**src/hw/dsw_pkg.sv**
```systemverilog
package dsw_pkg;

    // ------------------------------------------------------------------
    // register map (byte addresses)
    // ------------------------------------------------------------------
    localparam logic [7:0] WAKE_SRC_OFF  = 8'h00;
    localparam logic [7:0] SLEEP_CTL_OFF = 8'h04;
    localparam logic [7:0] IRQ_STAT_OFF  = 8'h08;
    localparam logic [7:0] IRQ_MASK_OFF  = 8'h0C;

    // ------------------------------------------------------------------
    // field positions
    // ------------------------------------------------------------------
    localparam int PIN_CHANGE_BIT = 8;
    localparam int FAULT_BIT      = 7;
    localparam int WDT_BIT        = 4;
    localparam int ALARM_BIT      = 3;
    localparam int MASTER_CLEAR_PIN_BIT       = 2;
    localparam int SLEEP_EN_BIT   = 15;

    localparam logic [31:0] WAKE_IMPL_MASK = 32'h0000019C;
    localparam logic [31:0] WAKE_RESET     = 32'h00000000;
    localparam logic [31:0] CTL_RESET      = 32'h00000000;
    localparam logic [31:0] MASK_RESET     = 32'h00000000;

    localparam logic [1:0] RESP_OKAY   = 2'h0;
    localparam logic [1:0] RESP_SLVERR = 2'h2;

    // ------------------------------------------------------------------
    // carriers
    // ------------------------------------------------------------------
    typedef struct packed {
        logic pin_change;
        logic fault;
        logic wdt_timeout;
        logic alarm;
        logic master_clear_pin_assert;
    } dsw_events_t;

endpackage

```
**src/hw/dsw_wake_capture.sv**
```systemverilog
// Contract
// - A pin-change event during deep sleep sets the wake flag at bit 8, otherwise it reads zero; the code also lets a wake-source register write set it.
// - A fault during deep sleep sets the fault flag at bit 7, warning sleep settings may be corrupt.
// - A deep sleep watchdog expiry during deep sleep sets the flag at bit 4, else it stays clear; the code also lets a wake-source register write set it.
// - A calendar alarm during deep sleep sets the flag at bit 3.
// - The master-clear flag at bit 2 sets only when the pin is enabled and asserted during deep sleep; the code also sets it on a wake-source register write of one.
// - Setting the deep sleep enable bit 15 of the control register clears every wake flag; when already asleep the code keeps a same-cycle event's flag.
// - Bits 31-9, 6-5 and 1-0 of the wake-source register read as zero.
//
// Local design decisions: register access over AXI4-Lite and the address map.
`timescale 1ns/10ps
`default_nettype none

module dsw_wake_capture (
    // clock and reset
    input  wire logic        aclk,
    input  wire logic        aresetn,
    input  wire logic        clk_en,
    // axi4-lite write address
    input  wire logic [7:0]  s_axi_awaddr,
    input  wire logic        s_axi_awvalid,
    output logic             s_axi_awready,
    // axi4-lite write data
    input  wire logic [31:0] s_axi_wdata,
    input  wire logic [3:0]  s_axi_wstrb,
    input  wire logic        s_axi_wvalid,
    output logic             s_axi_wready,
    // axi4-lite write response
    output logic [1:0]       s_axi_bresp,
    output logic             s_axi_bvalid,
    input  wire logic        s_axi_bready,
    // axi4-lite read address
    input  wire logic [7:0]  s_axi_araddr,
    input  wire logic        s_axi_arvalid,
    output logic             s_axi_arready,
    // axi4-lite read data
    output logic [31:0]      s_axi_rdata,
    output logic [1:0]       s_axi_rresp,
    output logic             s_axi_rvalid,
    input  wire logic        s_axi_rready,
    // wake event pins (asynchronous)
    input  wire logic        pin_change_in,
    input  wire logic        sleep_fault_in,
    input  wire logic        sleep_wdt_expire_in,
    input  wire logic        calendar_alarm_in,
    input  wire logic        master_clear_pin_n,
    input  wire logic        master_clear_enable,
    // status
    output logic             in_deep_sleep,
    output logic             irq
);

    // ------------------------------------------------------------------
    // pin synchronisers
    // ------------------------------------------------------------------
    dsw_pkg::dsw_events_t ev_raw;
    dsw_pkg::dsw_events_t ev_s1_q;
    dsw_pkg::dsw_events_t ev_s2_q;
    dsw_pkg::dsw_events_t ev_prev_q;
    dsw_pkg::dsw_events_t ev_rise;
    logic                 master_clear_pin_en_s1_q;
    logic                 master_clear_pin_en_s2_q;

    always_comb begin
        ev_raw.pin_change  = pin_change_in;
        ev_raw.fault       = sleep_fault_in;
        ev_raw.wdt_timeout = sleep_wdt_expire_in;
        ev_raw.alarm       = calendar_alarm_in;
        ev_raw.master_clear_pin_assert = ~master_clear_pin_n;
    end

    always_ff @(posedge aclk) begin
        if (!aresetn) begin
            ev_s1_q      <= '0;
            ev_s2_q      <= '0;
            ev_prev_q    <= '0;
            master_clear_pin_en_s1_q <= 1'b0;
            master_clear_pin_en_s2_q <= 1'b0;
        end else if (clk_en) begin
            ev_s1_q      <= ev_raw;
            ev_s2_q      <= ev_s1_q;
            ev_prev_q    <= ev_s2_q;
            master_clear_pin_en_s1_q <= master_clear_enable;
            master_clear_pin_en_s2_q <= master_clear_pin_en_s1_q;
        end
    end

    // rising edges only, so a stuck-high source cannot refill a flag software just cleared
    assign ev_rise = ev_s2_q & ~ev_prev_q;

    // ------------------------------------------------------------------
    // bus handshake
    // ------------------------------------------------------------------
    logic        aw_have_q;
    logic [7:0]  aw_addr_q;
    logic        w_have_q;
    logic [31:0] w_data_q;
    logic [3:0]  w_strb_q;
    logic        wr_fire;
    logic        ar_fire;

    // readies drop while frozen so a master never sees a transfer that was not taken
    assign s_axi_awready = ~aw_have_q & ~s_axi_bvalid & clk_en;
    assign s_axi_wready  = ~w_have_q & ~s_axi_bvalid & clk_en;
    assign s_axi_arready = ~s_axi_rvalid & clk_en;
    assign wr_fire       = aw_have_q & w_have_q & ~s_axi_bvalid & clk_en;
    assign ar_fire       = s_axi_arvalid & s_axi_arready & clk_en;

    always_ff @(posedge aclk) begin
        if (!aresetn) begin
            aw_have_q <= 1'b0;
            aw_addr_q <= 8'h00;
            w_have_q  <= 1'b0;
            w_data_q  <= 32'h00000000;
            w_strb_q  <= 4'h0;
        end else if (clk_en) begin
            if (s_axi_awvalid && s_axi_awready) begin
                aw_have_q <= 1'b1;
                aw_addr_q <= s_axi_awaddr;
            end else if (wr_fire) begin
                aw_have_q <= 1'b0;
            end
            if (s_axi_wvalid && s_axi_wready) begin
                w_have_q <= 1'b1;
                w_data_q <= s_axi_wdata;
                w_strb_q <= s_axi_wstrb;
            end else if (wr_fire) begin
                w_have_q <= 1'b0;
            end
        end
    end

    function automatic logic [31:0] strb_mask(input logic [3:0] strb);
        strb_mask = {{8{strb[3]}}, {8{strb[2]}}, {8{strb[1]}}, {8{strb[0]}}};
    endfunction

    function automatic logic addr_known(input logic [7:0] a);
        addr_known = (a == dsw_pkg::WAKE_SRC_OFF) || (a == dsw_pkg::SLEEP_CTL_OFF) ||
                     (a == dsw_pkg::IRQ_STAT_OFF) || (a == dsw_pkg::IRQ_MASK_OFF);
    endfunction

    logic [31:0] wmask;
    logic        wr_wake;
    logic        wr_ctl;
    logic        wr_stat;
    logic        wr_mask;

    assign wmask   = strb_mask(w_strb_q);
    assign wr_wake = wr_fire && (aw_addr_q == dsw_pkg::WAKE_SRC_OFF);
    assign wr_ctl  = wr_fire && (aw_addr_q == dsw_pkg::SLEEP_CTL_OFF);
    assign wr_stat = wr_fire && (aw_addr_q == dsw_pkg::IRQ_STAT_OFF);
    assign wr_mask = wr_fire && (aw_addr_q == dsw_pkg::IRQ_MASK_OFF);

    // ------------------------------------------------------------------
    // deep sleep control
    // ------------------------------------------------------------------
    logic [31:0] ctl_q;
    logic        sleep_enter;

    // any write of a one to the enable bit counts, even when already asleep
    assign sleep_enter = wr_ctl && wmask[dsw_pkg::SLEEP_EN_BIT] && w_data_q[dsw_pkg::SLEEP_EN_BIT];

    always_ff @(posedge aclk) begin
        if (!aresetn) begin
            ctl_q <= dsw_pkg::CTL_RESET;
        end else if (clk_en) begin
            if (wr_ctl) begin
                ctl_q[dsw_pkg::SLEEP_EN_BIT] <= (ctl_q[dsw_pkg::SLEEP_EN_BIT] & ~wmask[dsw_pkg::SLEEP_EN_BIT])
                                              | (w_data_q[dsw_pkg::SLEEP_EN_BIT] & wmask[dsw_pkg::SLEEP_EN_BIT]);
            end
        end
    end

    assign in_deep_sleep = ctl_q[dsw_pkg::SLEEP_EN_BIT];

    // ------------------------------------------------------------------
    // wake-source flags
    // ------------------------------------------------------------------
    logic [31:0] wake_q;
    logic [31:0] wake_set;
    logic [31:0] wake_d;

    always_comb begin
        wake_set = 32'h00000000;
        if (in_deep_sleep) begin
            wake_set[dsw_pkg::PIN_CHANGE_BIT] = ev_rise.pin_change;
            wake_set[dsw_pkg::FAULT_BIT]      = ev_rise.fault;
            wake_set[dsw_pkg::WDT_BIT]        = ev_rise.wdt_timeout;
            wake_set[dsw_pkg::ALARM_BIT]      = ev_rise.alarm;
            wake_set[dsw_pkg::MASTER_CLEAR_PIN_BIT]       = ev_rise.master_clear_pin_assert & master_clear_pin_en_s2_q;
        end
        wake_d = wake_q;
        if (sleep_enter) begin
            wake_d = 32'h00000000;
        end else if (wr_wake) begin
            wake_d = (wake_q & ~wmask) | (w_data_q & wmask);
        end
        // a simultaneous event beats the clear so it is never lost
        wake_d = (wake_d | wake_set) & dsw_pkg::WAKE_IMPL_MASK;
    end

    always_ff @(posedge aclk) begin
        if (!aresetn) begin
            wake_q <= dsw_pkg::WAKE_RESET;
        end else if (clk_en) begin
            wake_q <= wake_d;
        end
    end

    // ------------------------------------------------------------------
    // interrupt status and mask
    // ------------------------------------------------------------------
    logic [31:0] istat_q;
    logic [31:0] imask_q;

    always_ff @(posedge aclk) begin
        if (!aresetn) begin
            istat_q <= 32'h00000000;
        end else if (clk_en) begin
            // write one to clear; a new event in the same cycle wins
            istat_q <= ((istat_q & ~(wr_stat ? (w_data_q & wmask) : 32'h00000000)) | wake_set)
                       & dsw_pkg::WAKE_IMPL_MASK;
        end
    end

    always_ff @(posedge aclk) begin
        if (!aresetn) begin
            imask_q <= dsw_pkg::MASK_RESET;
        end else if (clk_en) begin
            if (wr_mask) begin
                imask_q <= ((imask_q & ~wmask) | (w_data_q & wmask)) & dsw_pkg::WAKE_IMPL_MASK;
            end
        end
    end

    always_ff @(posedge aclk) begin
        if (!aresetn) begin
            irq <= 1'b0;
        end else if (clk_en) begin
            irq <= |(istat_q & imask_q);
        end
    end

    // ------------------------------------------------------------------
    // write response
    // ------------------------------------------------------------------
    always_ff @(posedge aclk) begin
        if (!aresetn) begin
            s_axi_bvalid <= 1'b0;
            s_axi_bresp  <= dsw_pkg::RESP_OKAY;
        end else if (clk_en) begin
            if (wr_fire) begin
                s_axi_bvalid <= 1'b1;
                s_axi_bresp  <= addr_known(aw_addr_q) ? dsw_pkg::RESP_OKAY : dsw_pkg::RESP_SLVERR;
            end else if (s_axi_bready) begin
                s_axi_bvalid <= 1'b0;
            end
        end
    end

    // ------------------------------------------------------------------
    // read path
    // ------------------------------------------------------------------
    logic [31:0] rd_mux;

    always_comb begin
        case (s_axi_araddr)
            dsw_pkg::WAKE_SRC_OFF:  rd_mux = wake_q & dsw_pkg::WAKE_IMPL_MASK;
            dsw_pkg::SLEEP_CTL_OFF: rd_mux = ctl_q;
            dsw_pkg::IRQ_STAT_OFF:  rd_mux = istat_q;
            dsw_pkg::IRQ_MASK_OFF:  rd_mux = imask_q;
            default:                rd_mux = 32'h00000000;
        endcase
    end

    always_ff @(posedge aclk) begin
        if (!aresetn) begin
            s_axi_rvalid <= 1'b0;
            s_axi_rdata  <= 32'h00000000;
            s_axi_rresp  <= dsw_pkg::RESP_OKAY;
        end else if (clk_en) begin
            if (ar_fire) begin
                s_axi_rvalid <= 1'b1;
                s_axi_rdata  <= rd_mux;
                s_axi_rresp  <= addr_known(s_axi_araddr) ? dsw_pkg::RESP_OKAY : dsw_pkg::RESP_SLVERR;
            end else if (s_axi_rready) begin
                s_axi_rvalid <= 1'b0;
            end
        end
    end

endmodule // dsw_wake_capture

`default_nettype wire

```
**config.mk**
```make
export PLATFORM = sky130hd
export DESIGN_NAME = dsw_wake_capture
export DESIGN_NICKNAME = d
export VERILOG_FILES = /design/src/hw/dsw_pkg.sv /design/src/hw/dsw_wake_capture.sv
export SDC_FILE = /design/constraint.sdc
export NUM_CORES = 1
export LEC_CHECK = 0
export BUFFER_PORTS_ARGS = -buffer_cell sky130_fd_sc_hd__buf_4
export CAP_MARGIN = 25
export CORE_MARGIN = 1.5
export CORE_UTILIZATION = 30
export DETAILED_ROUTE_END_ITERATION = 7
export GPL_TIMING_DRIVEN = 0
export PLACE_DENSITY = 0.55
export SETUP_SLACK_MARGIN = 0.5
export SLEW_MARGIN = 30
export SYNTH_ARGS = -nofsm -noshare
export SYNTH_HDL_FRONTEND = slang
export SYNTH_SLANG_ARGS = --single-unit
```
**constraint.sdc**
```tcl
create_clock -name aclk -period 2.9 [get_ports aclk]
set_input_delay 0.435 -clock aclk [delete_from_list [all_inputs] [get_ports aclk]]
set_output_delay 0.435 -clock aclk [all_outputs]
set_load 0.02 [all_outputs]
```
==> impl_metrics.yaml <==
outcome:
  outcome: "finished clean"
grt:
  grt_max_degree: 11
  track_usage: 0.1364
  grt_first_pass_wirelength_um: 10660
  first_global_vias: 2155
  grt.overflow.total: 0
  antenna_found_initial: 0
finish:
  commonest_non_fill_non_tap_cell_in_the_layout: "sky130_fd_sc_hd__buf_4"
  finished_layout_cells: 541
  layout_common_cells: "sky130_fd_sc_hd__buf_4 (80), sky130_fd_sc_hd__dfxtp_1 (62), sky130_fd_sc_hd__nand2_1 (50), sky130_fd_sc_hd__nor2b_1 (28), sky130_fd_sc_hd__conb_1 (28)"
  antennaDiodeCount: 0
  area_delta_synth_final_pct: 30.55
  finalInstanceArea_um2: 3791
  finish.net_count: 473
  utilization: 0.4064
  fraction_of_layout_cells_with_a_size_suffix_above_1: 0.2549
detailed_routing:
  drt-pass1-iter-count: 5
  initial_drc_count: 103
  drt_wl_total_um: 6591
  route.detailed.drc: 0
  routed-via-count: 2310
  antenna_left: 0
  detail_route.wl_per_cell_um: 12.18
  drt-vias-per-instance: 4.270
place:
  dp_worst_setup_slack_ns: 0.6553
  io_buffer_count: 52
  placed_cells_incl_taps: 525
  gp_congestion: 0.7742
  placed_cell_area_um2: 3557
  post-dp-hpwl_um: 5060
timing:
  slew_headroom: 0.5891
  totalNegativeSetupSlack_ns: 0
  finalSetupViolCount: 0
  min_period_over_period: 0.6771
  finalCriticalPeriod_ns: 1.963
  fin_worst_hold_slack_ns: 0.3516
  final-max-slew-violation-count: 0
  grt_setup_unrepaired: "no"
  maxClockFrequency_ghz: 0.5093
  tightest_slew_ns: 0.6113
  finalWorstSetupSlack_ns: 0.9365
  finClkSkew_ns: 0.007173
  timing_hold_violations_final: 0
synthesis:
  synthesized_area_per_cell_um2: 9.161
  syn_warnings: 0
  synth-edff-count: 0
  syn_area_um2: 2904
  yosys.cell_types.count: 43
  post_synth_inst_count: 317
  dominantRegCellSynth: "sky130_fd_sc_hd__dfxtp_1"
  synth_seq_cells: 62
  ys_seq_area_frac: 0.4274
  postSynth.asyncResetShare: 0
clock_tree:
  clk_pin_slew_worst_paths_ns: 0.07
  cts.sinks: 62
  cts_max_level: 3
  numCtsBuffers: 9
  cts-root-to-sink-buffers: 2
  clock_insertion_delay_worst_skew_ns: 0.34
  cts-root-buf: "sky130_fd_sc_hd__clkbuf_8"
  cts-resized-gates: 0
  postCtsSetupRepairBufs: 0
  tritoncts: "yes"
  postCtsHoldBufs: 0
setup_path:
  setup_slack_of_the_worst_register_to_register_path_ns: 0.94
  crit_arrival_ns: 2.20
  critical_path.slowest_cell: "sky130_fd_sc_hd__or4_4"
  worst_setup_path_start_kind: "register"
  delay_of_the_slowest_critical_path_stage_ns: 0.59
  rr_startpoint: "aw_addr_q[4]"
  startpoint: "aw_addr_q[4]"
  worstPathBufferInverterCount: 0
  setup.worst_path.end_class: "register"
  regToRegEndpoint: "wake_q[7]"
  criticalPathCategory: "register to register"
  timing.critical_path.fanout_max: 6
  timing.reg2reg.worst_path_depth: 4
  worst_ep_required_time_ns: 3.13
  path_cells: "or4_4, nor4_4, a21boi_2, a221o_1"
  critical-path-top-delay-family: "simple AND/OR/NAND/NOR gates"
min_path:
  whs_endpoint: "w_data_q[2]"
  min-delay-start: "s_axi_wdata[2]"
  path_class_of_the_lowest_slack_min_delay_path: "input port to register"
  holdPathStages: 3
power_and_ir_drop:
  power.share.sequential: 0.447
  vdd_drop_max_mv: 0.1934
  leakagePower_nw: 1.568
  finalPower_mw: 2.007
  p_switching_uw: 467.1
  power.density_nw_per_um2: 529.4
  pwr-share-clk: 0.437
  p_comb_frac: 0.116
  power.switching_fraction: 0.2327
  internal-power_mw: 1.540
floorplanning:
  die_area_um2: 10280
  starting_density_of_the_core: 0.3113
  die_w_um: 101.4
  num_rows: 35
  floorplan.die.height_um: 101.4
  floorplan.core_area_um2: 9328
  pin_count: 109
run:
  maxCapViolCount: 0
power by group through the flow:
stage          Sequential [mW]  Combinational, mW  Clock [mW]
2_1_floorplan            0.913              0.156           0
3_3_place_gp             0.915              0.232           0
3_5_place_dp             0.916              0.234           0
4_1_cts                  0.896              0.235       0.903
5_1_grt                  0.900              0.257       0.950
6_report                 0.896              0.233       0.877
cell type report:
class	instances	area [um^2]
buffer	43	267.8
clock buffer	13	168.9
clock inverter	3	65.06
fill	955	5537
inverter	6	22.52
multi-input combinational	233	1474
sequential	62	1241
tap	129	161.4
timing repair buffer	52	390.4
cell families (layout without fill, tap and decap cells):
kind of cell    after synthesis  in the layout  share of synthesized area
simple gates                120            120                     0.2340
flops                        62             62                     0.4274
compound gates               59             59                     0.1478
buf+inv                      49            117                    0.09995
mux                          26             26                    0.08962
other cells                   1             28                   0.001291
worst min-delay path: cells and delay by family:
family,cells,cell delay (ns)
buffers and inverters,1,0.11
AO/OA/AOI/OAI,1,0.06
AND/OR/NAND/NOR,1,0.04
layer usage:
layer	share of wire	global-route usage
met2	0.44	0.2096
met5	0	0
met4	0.020	0.05876
met1	0.49	0.1777
met3	0.059	0.04072
Yosys cell counts, types with 3 or more instances:
cell type,number,share of area
sky130_fd_sc_hd__dfxtp_1,62,0.43
sky130_fd_sc_hd__nand2_1,50,0.065
sky130_fd_sc_hd__buf_4,28,0.072
sky130_fd_sc_hd__nor2b_1,28,0.060
sky130_fd_sc_hd__mux2i_1,26,0.090
sky130_fd_sc_hd__a21boi_0,20,0.052
sky130_fd_sc_hd__clkbuf_1,13,0.017
sky130_fd_sc_hd__o21ai_0,11,0.019
sky130_fd_sc_hd__nand3_1,9,0.016
sky130_fd_sc_hd__nor3b_1,7,0.018
sky130_fd_sc_hd__a22oi_1,6,0.016
sky130_fd_sc_hd__a31oi_1,6,0.013
sky130_fd_sc_hd__inv_1,6,0.0078
sky130_fd_sc_hd__and2_1,5,0.011
sky130_fd_sc_hd__a221o_1,3,0.010
worst max path at each step:
stage,end,slack [ns],cells after the start
finish,wake_q[7],0.94,4
global route,wake_q[7],0.85,4
CTS,wake_q[4],0.93,4
detailed placement,wake_q[2],0.66,6
global placement,wake_q[2],0.79,6
floorplan,wake_q[3],1.10,4
flip-flops by register name (all words and copies together), names as in the netlist, named ones only:
name / count
w_strb_q: 2
irq: 1
ev_prev_q: 5
w_have_q: 1
s_axi_bvalid: 1
aw_addr_q: 8
s_axi_rresp: 1
istat_q: 5
master_clear_pin_en_s2_q: 1
s_axi_rvalid: 1
ev_s1_q: 5
master_clear_pin_en_s1_q: 1
ev_s2_q: 5
s_axi_rdata: 6
w_data_q: 6
s_axi_bresp: 1
aw_have_q: 1
wake_q: 5
Note: power is estimated with default switching activity, not from simulation.
